<file path="config.mk">
export PLATFORM = sky130hd
export DESIGN_NAME = pld_io_macrocell
export DESIGN_NICKNAME = d
export VERILOG_FILES = /design/src/design/pld_io_macrocell.v /design/src/design/mc_store_cell.v
export VERILOG_INCLUDE_DIRS = /design/src /design/src/design
export SDC_FILE = /design/constraint.sdc
export NUM_CORES = 1
export LEC_CHECK = 0
export ABC_AREA = 1
export BUFFER_PORTS_ARGS = -buffer_cell sky130_fd_sc_hd__clkbuf_2
export CAP_MARGIN = 20
export CORE_MARGIN = 3
export CORE_UTILIZATION = 43
export DETAILED_ROUTE_END_ITERATION = 8
export HOLD_SLACK_MARGIN = 0.06
export PLACE_DENSITY = 0.75
export SYNTH_ARGS = -nofsm -noshare
export SYNTH_HDL_FRONTEND = slang
export SYNTH_SLANG_ARGS = --single-unit
</file>
<file path="constraint.sdc">
create_clock -name MCLK_IN -period 1.1 [get_ports MCLK_IN]
set_input_delay 0.22 -clock MCLK_IN [delete_from_list [all_inputs] [get_ports MCLK_IN]]
set_output_delay 0.22 -clock MCLK_IN [all_outputs]
set_load 0.01 [all_outputs]
</file>
<file path="src/design/io_macrocell_regs.vh">
// Register offsets, field positions and reset values of the I/O macrocell pair
`ifndef IO_MACROCELL_REGS_VH
`define IO_MACROCELL_REGS_VH

// ----------------------------------------------------------------------------
// Register byte offsets
// ----------------------------------------------------------------------------
`define MC_CONFIG_OFFSET 4'h0
`define MC_STATUS_OFFSET 4'h4

// ----------------------------------------------------------------------------
// Configuration register fields
// ----------------------------------------------------------------------------
`define MC_CFG_OUT_TRANSPARENT_LSB 0
`define MC_CFG_FEEDBACK_SELECT_BIT_LSB 2
`define MC_CFG_IN_REGISTERED_LSB 4
`define MC_CFG_SHARED_ODD_BIT 6
`define MC_CFG_WIDTH 7
`define MC_CONFIG_RESET 7'h00
`define MC_PIN_OUT_RESET 2'h3
`define MC_PIN_OE_RESET 2'h0

// ----------------------------------------------------------------------------
// Status register fields
// ----------------------------------------------------------------------------
`define MC_STS_OUT_STATE_LSB 0
`define MC_STS_IN_STATE_LSB 2
`define MC_STS_FEEDBACK_LSB 4
`define MC_STS_SHARED_BIT 6
`define MC_STS_PIN_OE_LSB 7
`define MC_STS_WIDTH 9

// ----------------------------------------------------------------------------
// Pin and synchroniser sizes
// ----------------------------------------------------------------------------
`define MC_CELLS 2
`define MC_SYNC_WIDTH 18

`endif

</file>
<file path="src/design/pld_io_macrocell.v">
// Pair of programmable-logic I/O macrocells with shared input multiplexer
//
// What this block does
// - Output register clocks only from its product-term clock; no dedicated clock pin.
// - Every macrocell register starts in its reset state after power-up.
// - Fixed inverter between output register and pin; reset state drives pin high.
// - Reset and preset terms both asserted make the register transparent.
// - Stored value after leaving transparent mode is undefined; do not rely on it.
// - Disabled output buffer still feeds the output register back to the array.
// - Feedback select bit at zero routes the output register value to the array.
// - Feedback select bit at one routes the input register path to the array.
// - Transparent output with select zero feeds back from before the output buffer.
// - Input register is transparent by default or registered with own terms.
// - A macrocell pair offers three array paths: two feedbacks, one shared input.
// - Only one pin of a pair can serve as input while its register is buried.
// - Shared mux passes one input register; even pin default, odd selectable.
//
// The placing of the registers and the Avalon-MM interface to the registers were decided locally.
`timescale 1ns/1ps
`default_nettype none
`include "io_macrocell_regs.vh"

module pld_io_macrocell (
    input wire MCLK_IN,
    input wire RST_B_IN,
    // Avalon-MM slave
    input wire [3:0] AVS_ADDRESS_IN,
    input wire AVS_READ_IN,
    input wire AVS_WRITE_IN,
    input wire [31:0] AVS_WRITEDATA_IN,
    input wire [3:0] AVS_BYTEENABLE_IN,
    output reg [31:0] AVS_READDATA_OUT,
    output wire AVS_WAITREQUEST_OUT,
    // Product terms from the array, one bit per macrocell
    input wire [1:0] DATA_TERM_IN,
    input wire [1:0] CLOCK_TERM_IN,
    input wire [1:0] REGISTER_RESET_TERM_IN,
    input wire [1:0] REGISTER_PRESET_TERM_IN,
    input wire [1:0] OE_TERM_IN,
    input wire [1:0] IN_CLOCK_TERM_IN,
    input wire [1:0] IN_SET_TERM_IN,
    input wire [1:0] IN_RESET_TERM_IN,
    // Device pins, split into level, drive value and drive enable
    input wire [1:0] PIN_IN,
    output reg [1:0] PIN_OUT,
    output reg [1:0] PIN_OE_OUT,
    // Paths into the product-term array
    output reg [1:0] FEEDBACK_OUT,
    output reg SHARED_INPUT_OUT
);

    // ------------------------------------------------------------------------
    // Declarations
    // ------------------------------------------------------------------------
    reg [`MC_SYNC_WIDTH-1:0] sync1_q;
    reg [`MC_SYNC_WIDTH-1:0] sync2_q;
    reg [1:0] clk_prev_q;
    reg [1:0] in_clk_prev_q;
    reg [`MC_CFG_WIDTH-1:0] config_q;
    reg ack_q;
    wire [`MC_SYNC_WIDTH-1:0] raw_terms;
    wire [1:0] d_s;
    wire [1:0] clk_s;
    wire [1:0] rst_s;
    wire [1:0] pre_s;
    wire [1:0] oe_s;
    wire [1:0] iclk_s;
    wire [1:0] iset_s;
    wire [1:0] irst_s;
    wire [1:0] pin_s;
    wire [1:0] out_tick;
    wire [1:0] in_tick;
    wire [1:0] out_value;
    wire [1:0] out_state;
    wire [1:0] in_value;
    wire [1:0] in_state;
    wire [1:0] out_transparent;
    wire [1:0] feedback_select_bit;
    wire [1:0] in_registered;
    wire shared_odd;
    wire [1:0] feedback_d;
    wire shared_d;
    wire bus_req;
    wire bus_done;
    wire [`MC_STS_WIDTH-1:0] status_word;
    wire cfg_write;
    reg [31:0] rdata_d;

    // ------------------------------------------------------------------------
    // Input synchronisers
    // ------------------------------------------------------------------------
    // Terms and pins come from outside this clock and pass two flops
    assign raw_terms = {
        PIN_IN,
        IN_RESET_TERM_IN,
        IN_SET_TERM_IN,
        IN_CLOCK_TERM_IN,
        OE_TERM_IN,
        REGISTER_PRESET_TERM_IN,
        REGISTER_RESET_TERM_IN,
        CLOCK_TERM_IN,
        DATA_TERM_IN
    };

    // First stage; may go metastable, so no logic reads it
    always @(posedge MCLK_IN or negedge RST_B_IN) begin
        if (!RST_B_IN) begin
            sync1_q <= {`MC_SYNC_WIDTH{1'b0}};
        end else begin
            sync1_q <= raw_terms;
        end
    end

    // Second stage; the only copy that the cell logic reads
    always @(posedge MCLK_IN or negedge RST_B_IN) begin
        if (!RST_B_IN) begin
            sync2_q <= {`MC_SYNC_WIDTH{1'b0}};
        end else begin
            sync2_q <= sync1_q;
        end
    end

    // Synchronised term fields
    assign d_s = sync2_q[1:0];
    assign clk_s = sync2_q[3:2];
    assign rst_s = sync2_q[5:4];
    assign pre_s = sync2_q[7:6];
    assign oe_s = sync2_q[9:8];
    assign iclk_s = sync2_q[11:10];
    assign iset_s = sync2_q[13:12];
    assign irst_s = sync2_q[15:14];
    assign pin_s = sync2_q[17:16];

    // ------------------------------------------------------------------------
    // Product-term clock edges
    // ------------------------------------------------------------------------
    // Previous output clock term level; idle low, so no false edge after reset
    always @(posedge MCLK_IN or negedge RST_B_IN) begin
        if (!RST_B_IN) begin
            clk_prev_q <= 2'h0;
        end else begin
            clk_prev_q <= clk_s;
        end
    end

    // Previous input clock term level for rising-edge detection
    always @(posedge MCLK_IN or negedge RST_B_IN) begin
        if (!RST_B_IN) begin
            in_clk_prev_q <= 2'h0;
        end else begin
            in_clk_prev_q <= iclk_s;
        end
    end

    // One-cycle enables on each rising term clock edge
    assign out_tick = clk_s & ~clk_prev_q;
    assign in_tick = iclk_s & ~in_clk_prev_q;

    // ------------------------------------------------------------------------
    // Configuration fields
    // ------------------------------------------------------------------------
    assign out_transparent = config_q[`MC_CFG_OUT_TRANSPARENT_LSB +: 2];
    assign feedback_select_bit = config_q[`MC_CFG_FEEDBACK_SELECT_BIT_LSB +: 2];
    assign in_registered = config_q[`MC_CFG_IN_REGISTERED_LSB +: 2];
    assign shared_odd = config_q[`MC_CFG_SHARED_ODD_BIT];

    // ------------------------------------------------------------------------
    // Macrocell storage: output and input register of each cell
    // ------------------------------------------------------------------------
    genvar gi;
    generate
        for (gi = 0; gi < `MC_CELLS; gi = gi + 1) begin : g_cell
            // Output register with term clock, set, reset and transparent mode
            mc_store_cell u_out (
                .clk_in(MCLK_IN),
                .rst_b_in(RST_B_IN),
                .tick_in(out_tick[gi]),
                .d_in(d_s[gi]),
                .set_in(pre_s[gi]),
                .clr_in(rst_s[gi]),
                .transparent_in(out_transparent[gi]),
                .value_out(out_value[gi]),
                .state_out(out_state[gi])
            );

            // Input register fed from the pin, transparent unless configured
            mc_store_cell u_in (
                .clk_in(MCLK_IN),
                .rst_b_in(RST_B_IN),
                .tick_in(in_tick[gi]),
                .d_in(pin_s[gi]),
                .set_in(iset_s[gi]),
                .clr_in(irst_s[gi]),
                .transparent_in(~in_registered[gi]),
                .value_out(in_value[gi]),
                .state_out(in_state[gi])
            );
        end
    endgenerate

    // ------------------------------------------------------------------------
    // Feedback and shared input multiplexers
    // ------------------------------------------------------------------------
    // Feedback is taken before the output buffer, independent of its enable
    assign feedback_d[0] = feedback_select_bit[0] ? in_value[0] : out_value[0];
    assign feedback_d[1] = feedback_select_bit[1] ? in_value[1] : out_value[1];

    // Only one pin of the pair reaches the shared array input, even pin by default
    assign shared_d = shared_odd ? in_value[1] : in_value[0];

    // Registered feedback of each cell, two of the three array paths
    always @(posedge MCLK_IN or negedge RST_B_IN) begin
        if (!RST_B_IN) begin
            FEEDBACK_OUT <= 2'h0;
        end else begin
            FEEDBACK_OUT <= feedback_d;
        end
    end

    // Registered shared pin input, the third path of the pair
    always @(posedge MCLK_IN or negedge RST_B_IN) begin
        if (!RST_B_IN) begin
            SHARED_INPUT_OUT <= 1'b0;
        end else begin
            SHARED_INPUT_OUT <= shared_d;
        end
    end

    // ------------------------------------------------------------------------
    // Pin drivers
    // ------------------------------------------------------------------------
    // Inverted register value; reset state shows as a high pin
    always @(posedge MCLK_IN or negedge RST_B_IN) begin
        if (!RST_B_IN) begin
            PIN_OUT <= `MC_PIN_OUT_RESET;
        end else begin
            PIN_OUT <= ~out_value;
        end
    end

    // Drive enable follows the synchronised enable term
    always @(posedge MCLK_IN or negedge RST_B_IN) begin
        if (!RST_B_IN) begin
            PIN_OE_OUT <= `MC_PIN_OE_RESET;
        end else begin
            PIN_OE_OUT <= oe_s;
        end
    end

    // ------------------------------------------------------------------------
    // Avalon-MM slave
    // ------------------------------------------------------------------------
    // Every access waits exactly one cycle, then completes
    assign bus_req = AVS_READ_IN | AVS_WRITE_IN;
    assign bus_done = bus_req & ack_q;
    assign AVS_WAITREQUEST_OUT = bus_req & ~ack_q;

    // Accepted configuration write; status and unmapped writes are dropped
    assign cfg_write = bus_done & AVS_WRITE_IN & (AVS_ADDRESS_IN == `MC_CONFIG_OFFSET) &
                       AVS_BYTEENABLE_IN[0];

    // Status snapshot of the pair
    assign status_word = {PIN_OE_OUT, shared_d, feedback_d, in_state, out_state};

    // Handshake acknowledge
    always @(posedge MCLK_IN or negedge RST_B_IN) begin
        if (!RST_B_IN) begin
            ack_q <= 1'b0;
        end else begin
            ack_q <= bus_req & ~ack_q;
        end
    end

    // Configuration write, taken on the edge after the wait, while waitrequest is low
    always @(posedge MCLK_IN or negedge RST_B_IN) begin
        if (!RST_B_IN) begin
            config_q <= `MC_CONFIG_RESET;
        end else if (cfg_write) begin
            config_q <= AVS_WRITEDATA_IN[`MC_CFG_WIDTH-1:0];
        end
    end

    // Read word by address; unmapped words read zero
    always @* begin
        rdata_d = 32'h0000_0000;
        case (AVS_ADDRESS_IN)
            `MC_CONFIG_OFFSET: begin
                rdata_d = {{(32-`MC_CFG_WIDTH){1'b0}}, config_q};
            end
            `MC_STATUS_OFFSET: begin
                rdata_d = {{(32-`MC_STS_WIDTH){1'b0}}, status_word};
            end
            default: begin
                rdata_d = 32'h0000_0000;
            end
        endcase
    end

    // Read data, registered during the wait cycle
    always @(posedge MCLK_IN or negedge RST_B_IN) begin
        if (!RST_B_IN) begin
            AVS_READDATA_OUT <= 32'h0000_0000;
        end else if (AVS_READ_IN && !ack_q) begin
            AVS_READDATA_OUT <= rdata_d;
        end
    end

endmodule

`default_nettype wire

</file>
<file path="src/design/mc_store_cell.v">
// Macrocell storage element with term clock, set, reset and transparent mode
`timescale 1ns/1ps
`default_nettype none

module mc_store_cell (
    input wire clk_in,
    input wire rst_b_in,
    input wire tick_in,
    input wire d_in,
    input wire set_in,
    input wire clr_in,
    input wire transparent_in,
    output wire value_out,
    output wire state_out
);

    reg state_q;
    wire pass_through;

    // ------------------------------------------------------------------------
    // Mode selection
    // ------------------------------------------------------------------------
    // Set and reset together, or a transparent configuration, bypass storage
    assign pass_through = transparent_in | (set_in & clr_in);
    assign value_out = pass_through ? d_in : state_q;
    assign state_out = state_q;

    // ------------------------------------------------------------------------
    // Stored bit
    // ------------------------------------------------------------------------
    // Reset state is zero; set and reset act without a term clock edge
    always @(posedge clk_in or negedge rst_b_in) begin
        if (!rst_b_in) begin
            state_q <= 1'b0;
        end else if (set_in & clr_in) begin
            state_q <= state_q; // value after leaving pass-through is unspecified
        end else if (set_in) begin
            state_q <= 1'b1;
        end else if (clr_in) begin
            state_q <= 1'b0;
        end else if (tick_in) begin
            state_q <= d_in;
        end
    end

endmodule

`default_nettype wire

</file>
==> impl_metrics.py <==
metrics = {
    "synthesis": {
        "muxShareOfSynthArea": 0,
        "synthAdderAreaFrac": 0,
        "avgSynthCellArea_um2": 11.1,
        "synth_top_family_by_area": "simple AND/OR/NAND/NOR gates",
        "ys_warn_count": 0,
        "syn_area_mm2": 0.00250,
        "synth_simple_gate_area_frac": 0.148,
        "seq_area_frac_synth": 0.682,
        "synth-compound-area-share": 0.0601,
        "synthXorXnorAreaFrac": 0,
        "synth_cell_types": 18,
        "ys_ff_latch": 68,
        "syn_inst": 224,
    },
    "floorplan": {
        "top_level_ports": 102,
        "start_util": 0.448,
        "dieArea_mm2": 0.00676,
        "row_count": 27,
        "die_w_um": 82.2,
        "die_h_um": 82.2,
        "coreArea_mm2": 0.00557,
    },
    "run": {
        "cap_violations": 0,
    },
    "detailed_routing": {
        "drt_first_pass_iters": 4,
        "wl_per_cell_um": 11.2,
        "ant_nets": 0,
        "vias": 1675,
        "viasPerCell": 4.26,
        "drc": 0,
        "drt_wl_total_um": 4400,
        "drt_iter0_markers": 82,
    },
    "timing": {
        "setup_viol": 9,
        "rsz0062_at_grt": "true",
        "hold_viol_final": 0,
        "drv_slew": 0,
        "skew_ns": 0.00910,
        "fin_ws_ns": -0.0893,
        "max_freq_mhz": 841,
        "min_period_ns": 1.19,
        "min_period_over_period": 1.08,
    },
    "grt": {
        "grt_max_degree": 32,
        "antenna_found_initial": 0,
        "grt_pass1_wl_um": 7260,
        "track_usage": 0.148,
        "overflow": 0,
        "grt_pass1_vias": 1689,
    },
    "cells_and_area": {
        "fin_nets": 378,
        "layout_common_cells": "dfrtp_1 (65), clkbuf_2 (45), nand2_1 (34)",
        "area_growth_pct": 32.8,
        "drive_above_1_share": 0.293,
        "fillers": 454,
        "antenna_cells": 0,
        "final_common_cell": "dfrtp_1",
        "fin_util": 0.595,
    },
    "place": {
        "dp_hpwl_um": 3060,
        "place_ws_ns": -0.0122,
        "numPortBuffers": 50,
        "globalplace.congestion": 0.855,
    },
    "min_path": {
        "hp-start": "AVS_WRITEDATA_IN[4]",
        "hold_class": "input pin to register",
        "hold_depth": 3,
        "hold-path-endpoint": "config_q[4]",
    },
    "power": {
        "p_total_mw": 5.62,
        "p_per_area_mw_per_mm2": 1690,
        "ir_drop_mv": 1.02,
        "p_leak_nw": 1.70,
    },
    "setup_path": {
        "critical_path_class": "register to output port",
        "crit_family": "flip-flops",
        "startpoint_type": "register",
        "r2r_slack_ns": -0.07,
        "ff2ff_path_depth": 5,
        "crit_chain": "nor2_4 -> buf_6",
        "end_kind": "output port",
        "required_ns": 0.88,
        "cp_data_arrival_time_ns": 0.97,
        "timing.rr.start": "ack_q",
        "regToRegEndpoint": "AVS_READDATA_OUT[0]",
        "worstPathMaxFanout": 2,
        "crit_slowest_cell": "dfrtp_2",
        "worst-path-buf-inv": 1,
        "cp_slowest_stage_delay_ns": 0.43,
    },
    "clock_network": {
        "clock-sinks": 68,
        "h-tree-depth": 3,
        "clk_pin_slew_ns": 0.07,
        "cts_tree": "done",
        "clkLatencyLatePin_ns": 0.33,
        "cts_buffers": 9,
        "cts-root-buf": "clkbuf_8",
        "max-clock-path-buffers": 2,
    },
    "outcome": {
        "violations": "setup timing",
        "status": "complete, but fails checks",
    },
}
synthesized netlist by cell type (all sizes together):
cell type	number	area (um2)
nand3	15	75.1
dfrtp	66	1650
a21oi	12	60.1
conb	1	3.75
and2	5	31.3
nand2	36	138
a31oi	4	25.0
nor2	24	105
nand4	1	21.3
o21ai	13	65.1
dfstp	2	52.6
inv	20	77.6
buf	25	191
timing repair:
| action | 4_1_cts | 5_1_grt |
|---|---|---|
| endpoints found under the setup margin | 4 | 28 |
| pin swaps | 1 | 0 |
| hold buffers | 19 | 0 |
| hold endpoints to repair | 29 | 0 |
| gates resized for setup | 4 | 12 |
| buffers inserted | 2 | 5 |
where the power goes:
part	total (mW)	internal, mW	switching (mW)
registers	2.84	2.72	0.116
clock network	2.04	1.15	0.885
logic	0.743	0.355	0.388
sequential cells by signal (all words and copies together), names as in the netlist:
name                    cells
sync1_q                    18
sync2_q                    18
AVS_READDATA_OUT            9
config_q                    7
FEEDBACK_OUT                2
PIN_OE_OUT                  2
PIN_OUT                     2
clk_prev_q                  2
g_cell.u_in.state_out       2
g_cell.u_out.state_out      2
in_clk_prev_q               2
SHARED_INPUT_OUT            1
ack_q                       1
worst max-delay path by stage:
| stage | startpoint | end | slack (ns) | depth (start not counted) |
|---|---|---|---|---|
| floorplan | ack_q | AVS_READDATA_OUT[3] | 0.06 | 4 |
| global placement | AVS_ADDRESS_IN[1] | config_q[4] | 0.01 | 7 |
| detailed placement | AVS_ADDRESS_IN[1] | config_q[5] | -0.01 | 7 |
| CTS | ack_q | AVS_WAITREQUEST_OUT | -0.11 | 2 |
| global route | ack_q | AVS_WAITREQUEST_OUT | -0.13 | 2 |
| finish | ack_q | AVS_WAITREQUEST_OUT | -0.09 | 2 |
cell type report:
class | count | area, um2 | share of cell area
inverter | 20 | 77.6 | 0.0234
tap | 72 | 90.1 | 0.0272
clock buffer | 11 | 151 | 0.0456
sequential | 68 | 1710 | 0.514
multi-input combinational | 133 | 627 | 0.189
clock inverter | 5 | 50.0 | 0.0151
timing repair buffer | 84 | 616 | 0.186
through the flow:
step	TNS, ns	hold slack [ns]	instance area, um2	std cells
3_3_place_gp	0	0.158	2830	351
3_5_place_dp	-0.0241	0.160	2830	351
5_1_grt	-1.46	0.151	3320	393
6_report	-0.457	0.142	3320	393
4_1_cts	-0.410	0.140	3240	388
2_1_floorplan	0	-0.0756	2580	246
kinds of logic (layout without fill, tap and decap cells):
logic type,Yosys count,after routing
other,1,23
flip-flops,68,68
buffers and inverters,45,120
AO/OA/AOI/OAI,29,29
AND/OR/NAND/NOR,81,81
layer usage:
metal  wire length [um]  track usage
met5                  0            0
met4                 89       0.0930
met3                300       0.0456
met2               2140        0.236
met1               1870        0.173
worst register-to-register path, cell delays in order (launching register included):
cell and delay (ns):
dfrtp_2 0.43, buf_4 0.17, nor2_4 0.12, buf_12 0.14, buf_4 0.11, a31oi_1 0.08
(Power assumes the default switching activity.)
